--- src/common/wdt_defines.svh ---
// Contract
// - taking an interrupt pushes only the return address; no context saved
// - top 16 data locations of every bank map to one shared area
// - watchdog counts on its own free-running RC oscillator, also in sleep
// - watchdog timeout outside sleep causes a full watchdog reset
// - watchdog timeout during sleep wakes the device and execution continues
// - every watchdog timeout clears the active-low expired flag, status bit 4
// - watchdog is disabled for good while its enable fuse reads zero
// - shared prescaler acts as watchdog postscaler when assign bit selects it
// - kick or sleep instruction clears watchdog counter and its postscaler
// - kick instruction leaves the prescaler assignment untouched
// - sleep entry clears watchdog, clears power-down, sets expired, stops osc
// - pins hold their pre-sleep state for the whole sleep
// - wake on reset pin, watchdog or enabled interrupt; only pin resets
// - power-down flag set at power-up; expired flag cleared on watchdog wake
// - only clock-free peripherals may raise wake interrupts during sleep
// - enabled source wakes regardless of global enable
// - after interrupt wake vector only when global enable is set
// - sleep with enabled flag already pending acts as no operation
// - interrupt arriving once asleep: sleep effects first, then wake
// - debug fuse at zero enables debug and reserves pins and one stack level
// - program verify readout allowed only with code protection unprogrammed
// - four ID words usable only in program mode; low four bits advised
`ifndef WDT_DEFINES_SVH
`define WDT_DEFINES_SVH

`define WDT_IDX_STATUS 14'h0003
`define WDT_IDX_OPTION 14'h0081
`define WDT_IDX_ID_BASE 14'h2000
`define WDT_IDX_FUSE 14'h2007
`define WDT_ID_COUNT 4

`define WDT_OPT_PSA_BIT 3
`define WDT_OPT_PS_MSB 2
`define WDT_OPT_RESET 8'hFF

`define WDT_FUSE_WATCHDOG_ENABLE_FUSE_BIT 2
`define WDT_FUSE_CP0_BIT 4
`define WDT_FUSE_CP1_BIT 5
`define WDT_FUSE_DEBUG_BIT 7
`define WDT_FUSE_RESET 8'hFF

`define WDT_STAT_PD_BIT 3
`define WDT_STAT_TO_BIT 4

`define WDT_COMMON_BASE 7'h70
`define WDT_STACK_LEVELS 4'h8
`define WDT_STACK_LEVELS_DEBUG 4'h7

`endif

--- src/common/wdt_types_pkg.sv ---
package wdt_types_pkg;
  typedef enum logic [0:0] {
    RUN_ST,
    SLEEP_ST
  } power_state_type;
endpackage

--- src/rtl/watchdog_sleep_wake_control.sv ---
`timescale 1ns/100ps
`default_nettype none
`include "wdt_defines.svh"
module watchdog_sleep_wake_control #(
  parameter int WDT_BASE_TICKS = 256,
  parameter int IRQ_COUNT = 8,
  parameter logic [IRQ_COUNT-1:0] SLEEP_WAKE_CAPABLE = '1
) (
  input wire logic clk_i,
  input wire logic rst_i,
  input wire logic cyc_i,
  input wire logic stb_i,
  input wire logic we_i,
  input wire logic [15:0] adr_i,
  input wire logic [3:0] sel_i,
  input wire logic [31:0] dat_i,
  output logic [31:0] dat_o,
  output logic ack_o,
  input wire logic rc_osc_i,
  input wire logic master_reset_pin_n_i,
  input wire logic kick_watchdog_instr_i,
  input wire logic sleep_instr_i,
  input wire logic irq_taken_i,
  input wire logic [IRQ_COUNT-1:0] irq_flags_i,
  input wire logic [IRQ_COUNT-1:0] irq_enables_i,
  input wire logic global_irq_enable_i,
  input wire logic prog_mode_i,
  input wire logic [8:0] data_addr_i,
  output logic device_reset_o,
  output logic wake_o,
  output logic vector_after_wake_o,
  output logic osc_drive_en_o,
  output logic io_hold_o,
  output wdt_types_pkg::power_state_type power_state_o,
  output logic stack_push_o,
  output logic [8:0] data_phys_o,
  output logic watchdog_expired_flag_n_o,
  output logic sleep_entered_flag_n_o,
  output logic verify_read_allowed_o,
  output logic debug_enabled_o,
  output logic [3:0] stack_levels_o
);
  import wdt_types_pkg::*;

  localparam int BW = (WDT_BASE_TICKS > 1) ? $clog2(WDT_BASE_TICKS) : 1;
  localparam logic [BW-1:0] BASE_LAST = BW'(WDT_BASE_TICKS - 1);

  typedef struct packed {
    power_state_type st;
    logic osc_s1;
    logic osc_s2;
    logic osc_s3;
    logic osc_lvl;
    logic osc_prev;
    logic master_reset_pin_n_s1;
    logic master_reset_pin_n_s2;
    logic master_reset_pin_n_s3;
    logic master_reset_pin_n_lvl;
    logic [BW-1:0] base_cnt;
    logic [7:0] post_cnt;
    logic to_n;
    logic pd_n;
    logic [7:0] option;
    logic [7:0] fuse;
    logic [3:0][7:0] id;
    logic ack;
    logic [31:0] dat;
    logic dev_rst;
    logic wake;
    logic vector;
    logic push;
    logic [8:0] phys;
    logic verify_ok;
  } state_type;

  state_type s;
  state_type next_s;

  // ==========================================================
  // watchdog timebase decode
  // ==========================================================
  logic tick;
  logic wdt_en;
  logic prescaler_assign;
  logic [7:0] ratio_last;
  logic base_done;
  logic timeout;
  logic pend_any;
  logic pend_wake;
  logic sleep_go;
  logic bus_wr;
  logic [13:0] idx;
  logic id_hit;

  always_comb begin
    tick = s.osc_lvl & ~s.osc_prev;
    wdt_en = s.fuse[`WDT_FUSE_WATCHDOG_ENABLE_FUSE_BIT];
    prescaler_assign = s.option[`WDT_OPT_PSA_BIT];
    ratio_last = 8'((8'h01 << s.option[`WDT_OPT_PS_MSB:0]) - 8'h01);
    base_done = s.base_cnt == BASE_LAST;
    pend_any = |(irq_flags_i & irq_enables_i);
    pend_wake = |(irq_flags_i & irq_enables_i & SLEEP_WAKE_CAPABLE);
    sleep_go = sleep_instr_i & (s.st == RUN_ST) & ~pend_any;
    timeout = wdt_en & tick & base_done & (~prescaler_assign | s.post_cnt == ratio_last)
              & ~kick_watchdog_instr_i & ~sleep_go;
    idx = adr_i[15:2];
    bus_wr = cyc_i & stb_i & we_i & s.ack & sel_i[0];
    id_hit = idx[13:2] == 12'(`WDT_IDX_ID_BASE >> 2);
  end

  // ==========================================================
  // next state
  // ==========================================================
  always_comb begin
    next_s = s;
    next_s.osc_s1 = rc_osc_i;
    next_s.osc_s2 = s.osc_s1;
    next_s.osc_s3 = s.osc_s2;
    if (s.osc_s2 == s.osc_s3) begin
      next_s.osc_lvl = s.osc_s2;
    end
    next_s.osc_prev = s.osc_lvl;
    next_s.master_reset_pin_n_s1 = master_reset_pin_n_i;
    next_s.master_reset_pin_n_s2 = s.master_reset_pin_n_s1;
    next_s.master_reset_pin_n_s3 = s.master_reset_pin_n_s2;
    if (s.master_reset_pin_n_s2 == s.master_reset_pin_n_s3) begin
      next_s.master_reset_pin_n_lvl = s.master_reset_pin_n_s2;
    end
    next_s.dev_rst = 1'b0;
    next_s.wake = 1'b0;
    next_s.push = irq_taken_i;
    next_s.ack = cyc_i & stb_i & ~s.ack;
    next_s.verify_ok = prog_mode_i & s.fuse[`WDT_FUSE_CP0_BIT]
                       & s.fuse[`WDT_FUSE_CP1_BIT];
    // upper sixteen locations fold onto bank 0
    if (data_addr_i[6:0] >= `WDT_COMMON_BASE) begin
      next_s.phys = {2'b00, data_addr_i[6:0]};
    end else begin
      next_s.phys = data_addr_i;
    end

    // watchdog count on rc ticks, independent of sleep
    if (wdt_en && tick) begin
      if (base_done) begin
        next_s.base_cnt = '0;
        if (prescaler_assign) begin
          if (s.post_cnt == ratio_last) begin
            next_s.post_cnt = 8'h00;
          end else begin
            next_s.post_cnt = s.post_cnt + 8'h01;
          end
        end
      end else begin
        next_s.base_cnt = s.base_cnt + BW'(1);
      end
    end

    // register writes at the acknowledging edge
    if (bus_wr) begin
      if (idx == `WDT_IDX_OPTION) begin
        next_s.option = dat_i[7:0];
      end else if (idx == `WDT_IDX_FUSE && prog_mode_i) begin
        next_s.fuse = dat_i[7:0];
      end else if (id_hit && prog_mode_i) begin
        next_s.id[idx[1:0]] = dat_i[7:0];
      end
    end

    if (!s.master_reset_pin_n_lvl) begin
      // pin reset from any state, flags untouched
      next_s.dev_rst = 1'b1;
      next_s.st = RUN_ST;
      next_s.base_cnt = '0;
      next_s.post_cnt = 8'h00;
      next_s.option = `WDT_OPT_RESET;
    end else begin
      case (s.st)
        RUN_ST: begin
          if (timeout) begin
            next_s.dev_rst = 1'b1;
            next_s.to_n = 1'b0;
            next_s.pd_n = 1'b1;
            next_s.base_cnt = '0;
            next_s.post_cnt = 8'h00;
            next_s.option = `WDT_OPT_RESET;
          end else if (sleep_go) begin
            next_s.st = SLEEP_ST;
            next_s.to_n = 1'b1;
            next_s.pd_n = 1'b0;
            next_s.base_cnt = '0;
            next_s.post_cnt = 8'h00;
          end else if (kick_watchdog_instr_i) begin
            // assignment bit kept, only counts cleared
            next_s.base_cnt = '0;
            next_s.post_cnt = 8'h00;
          end
        end
        SLEEP_ST: begin
          if (timeout) begin
            next_s.st = RUN_ST;
            next_s.wake = 1'b1;
            next_s.vector = 1'b0;
            next_s.to_n = 1'b0;
          end else if (pend_wake) begin
            // sleep effects already done on entry
            next_s.st = RUN_ST;
            next_s.wake = 1'b1;
            next_s.vector = global_irq_enable_i;
          end
        end
        default: begin
          next_s.st = RUN_ST;
        end
      endcase
    end

    // read data captured with the acknowledge
    if (cyc_i && stb_i && !s.ack && !we_i) begin
      next_s.dat = 32'h0000_0000;
      if (idx == `WDT_IDX_OPTION) begin
        next_s.dat[7:0] = s.option;
      end else if (idx == `WDT_IDX_FUSE) begin
        next_s.dat[7:0] = s.fuse;
      end else if (idx == `WDT_IDX_STATUS) begin
        next_s.dat[`WDT_STAT_TO_BIT] = s.to_n;
        next_s.dat[`WDT_STAT_PD_BIT] = s.pd_n;
      end else if (id_hit && prog_mode_i) begin
        next_s.dat[7:0] = s.id[idx[1:0]];
      end
    end

    if (rst_i) begin
      next_s = '0;
      next_s.st = RUN_ST;
      next_s.master_reset_pin_n_s1 = 1'b1;
      next_s.master_reset_pin_n_s2 = 1'b1;
      next_s.master_reset_pin_n_s3 = 1'b1;
      next_s.master_reset_pin_n_lvl = 1'b1;
      next_s.to_n = 1'b1;
      next_s.pd_n = 1'b1;
      next_s.option = `WDT_OPT_RESET;
      next_s.fuse = `WDT_FUSE_RESET;
    end
  end

  always_ff @(posedge clk_i) begin
    s <= next_s;
  end

  // ==========================================================
  // outputs
  // ==========================================================
  always_comb begin
    ack_o = s.ack;
    dat_o = s.dat;
    device_reset_o = s.dev_rst;
    wake_o = s.wake;
    vector_after_wake_o = s.vector;
    osc_drive_en_o = s.st == RUN_ST;
    io_hold_o = s.st == SLEEP_ST;
    power_state_o = s.st;
    stack_push_o = s.push;
    data_phys_o = s.phys;
    watchdog_expired_flag_n_o = s.to_n;
    sleep_entered_flag_n_o = s.pd_n;
    verify_read_allowed_o = s.verify_ok;
    debug_enabled_o = ~s.fuse[`WDT_FUSE_DEBUG_BIT];
    stack_levels_o = s.fuse[`WDT_FUSE_DEBUG_BIT] ? `WDT_STACK_LEVELS
                     : `WDT_STACK_LEVELS_DEBUG;
  end
endmodule
`default_nettype wire

--- config.mk ---
export PLATFORM = sky130hd
export DESIGN_NAME = watchdog_sleep_wake_control
export DESIGN_NICKNAME = d
export VERILOG_FILES = /design/src/common/wdt_types_pkg.sv /design/src/rtl/watchdog_sleep_wake_control.sv
export VERILOG_INCLUDE_DIRS = /design/src /design/src/common
export SDC_FILE = /design/constraint.sdc
export NUM_CORES = 1
export LEC_CHECK = 0
export BUFFER_PORTS_ARGS = -buffer_cell sky130_fd_sc_hd__buf_2
export CAP_MARGIN = 0
export CORE_UTILIZATION = 46
export CTS_CLUSTER_SIZE = 20
export DETAILED_ROUTE_END_ITERATION = 6
export PLACE_DENSITY = 0.76
export SYNTH_ARGS = -nofsm -noshare
export SYNTH_HDL_FRONTEND = slang
export SYNTH_SLANG_ARGS = --single-unit
--- constraint.sdc ---
create_clock -name clk_i -period 1.9 [get_ports clk_i]
set_clock_uncertainty 0.05 [all_clocks]
set_input_delay 0.38 -clock clk_i [delete_from_list [all_inputs] [get_ports clk_i]]
set_output_delay 0.38 -clock clk_i [all_outputs]
set_load 0.02 [all_outputs]
After elaboration in Yosys (flattened, before gate mapping)
Index checks and enable logic that the tools add are counted.

Word-level logic and storage cells: 136. Register bits: 99. Input port bits: 89. Output and inout port bits: 57.

$lt $le $gt $ge: 3. Mux-type cells: 42. Equality and inequality tests: 10. Reductions and logical operators: 20. Bitwise operators: 28. Add/sub/neg operators: 3. Shifts and indexed selects: 1.

Operators by type and width (number): 8-bit 2-to-1 mux (13); 16-bit 2-to-1 mux (4); 32-bit 2-to-1 mux (2); 48-bit 2-to-1 mux (1); 40-bit 2-to-1 mux (1); 32-bit bitwise mux (1); 18-bit 2-to-1 mux (1); 8-bit by 1-bit adder with 8-bit output, second input constant (2); 8-bit binary-select mux with 2-bit select (1); 8-bit demux with 2-bit select (1); 1-bit AND (15); 14-bit == test, second input constant (1); 14-bit by 2-bit == test with 1-bit output, second input constant (1); 14-bit by 8-bit == test with 1-bit output, second input constant (1); 12-bit == test, second input constant (1); 3-bit AND reduction (4); 1-bit NOT (11); 8-bit AND (1); 8-bit == test (1); 8-bit == test, second input constant (1); 1-bit 2-to-1 mux (8); 2-bit 2-to-1 mux (4); 8-bit OR reduction (1); 1-bit by 3-bit left shift with 8-bit output, first input constant (1); other kinds (17) (29).

Longest topological paths before layout
Word-level depth: 11. Mapped depth: 8. Depth with buffers taken out: 6.

Worst setup path before layout
OpenSTA, ideal clock, no wires.

Path kind: input port to flip-flop. Start point: input port adr_i[8]. End point: register with a tool-made name. Arrival: 1.837 ns. Required time: 1.722 ns. Buffers on the path: 2. Library setup time: 0.128 ns. Stages: 8. Slack: -0.115 ns. Cells stage by stage: nor4_1 nand3_1 nor4_2 buf_4 and4_1 buf_6 mux2i_1 nor2_1.

RTL lines: from (decl) (RTL line watchdog_sleep_wake_control.sv:14) `input wire logic [15:0] adr_i,`.

Worst setup path in the final report
Start point: register s[89] (netlist bit). End point: register s (netlist bit watchdog_expired_flag_n_o).

Cells in the longest elaborated chain, start to end: 9. Elaborated cells between the ends (all ways): 12. Classes of those cells: add/sub (1); eq/ne (3); shift (1); mux (2); bitwise (4); reduce/logical (1).

Ends and longest elaborated chain: from (decl) (RTL line watchdog_sleep_wake_control.sv:76) `state_type s;`; from (signal assigned) (RTL line watchdog_sleep_wake_control.sv:247) `s <= next_s;`; 1-bit by 3-bit left shift with 8-bit output * (RTL line watchdog_sleep_wake_control.sv:99) `` ratio_last = 8'((8'h01 << s.option[`WDT_OPT_PS_MSB:0]) - 8'h01); ``; 8-bit by 1-bit subtractor with 8-bit output * (RTL line watchdog_sleep_wake_control.sv:99); 8-bit == test * (RTL line watchdog_sleep_wake_control.sv:104) `timeout = wdt_en & tick & base_done & (~prescaler_assign | s.post_cnt == ratio_last)`; 1-bit OR * (RTL line watchdog_sleep_wake_control.sv:104); 1-bit AND * (RTL line watchdog_sleep_wake_control.sv:104); 1-bit AND * (2 in series) (RTL line watchdog_sleep_wake_control.sv:105) `& ~kick_watchdog_instr_i & ~sleep_go;`; 3-bit by 1-bit inequality test with 1-bit output (no source line) (tied with other cells); 3-bit AND reduction (no source line) / 1-bit case mux with 2 select lines (equally long branches).

Mark *: on every way between the ends. The rest lies on a longest branch, timed or not. A chain may end at the register's enable or synchronous reset.

==> impl_results.md <==
- CTS sink cnt: 99
- Seq/Total Area, Yosys: 42.8%
- Count leader, synth: dfxtp_1
- Max incr delay on CP: 0.51 ns
- Status: complete, but fails checks
- WL per Instance: 14.3 microns
- Vias in the first global route: 3585
- Via count: 3703
- Worst path bufs/invs: 0
- H-tree levels: 3
- Syn Std Cell Area: around 4600 sq um
- Post-route clock period utilization: 101%
- Drt initial violations: 103
- Final hold viol count: 0
- Total GRT Usage: 20.5%
- Core Region: 9770 sq um
- Overflow after GRT: 0
- Flop2flop setup slack: -0.02 ns
- Initial antenna violation count: 0
- Post-synth ARST share: 0%
- MaxCap Viol Count: 0
- Via-to-Cell Ratio: 5.07
- Yosys top cell by area: dfxtp_1
- Final ANT Viol Nets: 0
- CTS max path bufs: 2
- Clock-pin slew on the worst setup and hold paths: 0.10 ns
- First-pass GRT wire length: 16.8 mm
- Met3 routed WL: 509 microns
- CTS tree: done
- Netlist cell types: 51
- Initial Utilization: a little under half
- Fmax: 0.522 GHz
- EDFF count, synth: 0
- Die outline area: 10500 sq um
- Crit path DAT: between 2 and 2.5 ns
- Power per Cell Area: between 600 and 700 nW/um^2
- VDD IR max: 0.000394 V
- Pre-antenna DRT Iters: 5
- Commonest cells post-synth: 99 x dfxtp_1, 58 x nor2_1, 50 x buf_4
- Worst reg2reg path startpoint: s[89]
- Final HPWL DP: 7.74 mm
- Rows: 36
- Startpoint types: flop
- Failing checks: negative setup slack
- Fin. max-slew vios: 0
- Crit. End Element: flop
- Gpl congestion: 0.861
- Gate Count Post-Synth: 493
- Port Buffers: 92
- RR Endpoint: watchdog_expired_flag_n_o
- Met1 WL: 4.52 mm
- Die height: 102 microns
- Synth area leaders: dfxtp_1 43%, mux2i_1 10%, buf_4 8.1%, nor2_1 4.7%, mux4_2 3.9%
- Leak Pwr: 2.33 nW
- Met2 wire length: 5.23 mm
- Hold Buf Count CTS: 0
- Ant. Diodes: 0
- Final nets: 683
- I/O pin count: 146
- WL final: 10.4 mm
- Area Growth Syn to Fin: 19.9%
- Hold EP: s[116]
- Delay-heaviest family, CP: simple AND/OR/NAND/NOR gates
- HP Start: master_reset_pin_n_i
- Top-area cell type share of the netlist area: 42.8%
- CTS Buf Count: 9
- Uppermost layer routed: met4
- RSZ-0062 raised after global routing: true
- Max-slew headroom: 64.8%
- Hold path cells: 2
- Chip width: 102 microns
- CP Class: flop to flop
- Minimum clock period: 1.92 ns
- Critical-path cell list: or4_4 -> o211ai_2 -> and2b_1 -> a41o_2 -> a21oi_2 -> or3b_1
- CP max stage cell: or4_4
- Post-synth top flop: dfxtp_1
- Number of remaining DRC errors: 0
- Hold WC Path Type: input port to flop
- Worst skew pair latency: 0.37 ns
- Data required, critical path: 2.10 ns
- Synth Register Bits: approximately 100
- CP Max Fanout: 4
- R2R cell count: 6
- Yosys warns: 0
- Largest net degree at the start of global routing: 56
- Final Non-Filler Cells: 730
- Worst-Margin Slew: roughly 0.53 ns
- Final worst-path setup slack: -0.0153 ns
- Layout cells sized above 1: 32.0%
- Core Util, Final: 56.8%
- Setup-failing EPs final: 1
- Avg Cell Area, Syn: 9.39 sq um
- Clock Root Buffer: clkbuf_8
- Inst Count DP: 708
-- power breakdown --
group          internal, mW  switching, mW  total, mW
Combinational         0.130          0.207      0.336
Clock                 0.656          0.757       1.41
Sequential             2.10         0.0111       2.11
Total                  2.88          0.975       3.86
-- kinds of logic after synthesis --
family / after synthesis / synth area share, %
XOR/XNOR: 14 / 2.65
flip-flops: 99 / 42.8
buffers and inverters: 78 / 10.9
AND/OR/NAND/NOR: 189 / 20.6
multiplexers: 55 / 14.1
AO/OA/AOI/OAI: 55 / 8.38
other: 1 / 0.0810
adder cells (fa/ha/maj): 2 / 0.540
-- cell type report --
type                    instances  area [sq um]
clock buffers                  10           138
clock inverters                 6          72.6
fillers                       851          4220
inverters                       7          26.3
multi-input cells             339          2310
flip-flops and latches         99          1990
well taps                     133           166
repair buffers                136           853
-- timing repair --
action	in CTS	in global routing
gates cloned	1	0
gates resized for setup	6	16
buffers inserted	3	2
hold endpoints to repair	0	0
pin swaps	6	8
setup endpoints to repair	17	37
-- placed cells by master, fill, tap and decap left out, types with 8 or more instances in the layout --
cell,netlist,routed
buf_4,50,38
nand4_1,8,8
nor2b_1,17,17
nor2_1,58,56
buf_2,8,92
nor3_1,20,20
a221o_1,9,9
mux4_2,8,8
mux2i_1,47,47
clkbuf_8,0,10
dfxtp_1,99,95
a21oi_1,20,19
conb_1,1,24
nand2_1,41,40
-- how the worst max path moves through the flow --
stage	from	end	slack, ns	depth (start not counted)
detailed placement	adr_i[8]	flop	-0.32	8
finish	s[89]	watchdog_expired_flag_n_o	-0.02	6
CTS	s[102]	watchdog_expired_flag_n_o	-0.02	6
floorplan	adr_i[8]	flop	-0.09	8
global route	s[89]	watchdog_expired_flag_n_o	-0.05	6
global placement	adr_i[8]	flop	-0.27	9
-- worst register-to-register path, delay by kind of cell, from the launching register on --
family | cells | cell delay, ns
DFF | 1 | 0.37
and+or+nand+nor | 3 | 1.00
AOI/OAI and AO/OA | 3 | 0.39
-- stage by stage --
stage	setup WS [ns]	hold slack [ns]	setup TNS (ns)	area [sq um]	total power, mW
after floorplan	-0.0937	0.339	-1.28	4730	2.40
after global placement	-0.271	0.351	-10.49	5200	2.47
after detailed placement	-0.318	0.373	-11.93	5200	2.47
after CTS	-0.0156	0.164	-0.0156	5490	3.87
after global routing	-0.0542	0.146	-0.0953	5550	4.00
final	-0.0153	0.168	-0.0153	5550	3.86
-- layer usage --
layer | GRT usage (%) | up-vias
met4 | 6.92 | 0
met5 | 0 | -
li1 | - | 1833
met3 | 5.06 | 13
met1 | 25.6 | 1743
met2 | 34.6 | 114
(Power assumes the default switching activity.)
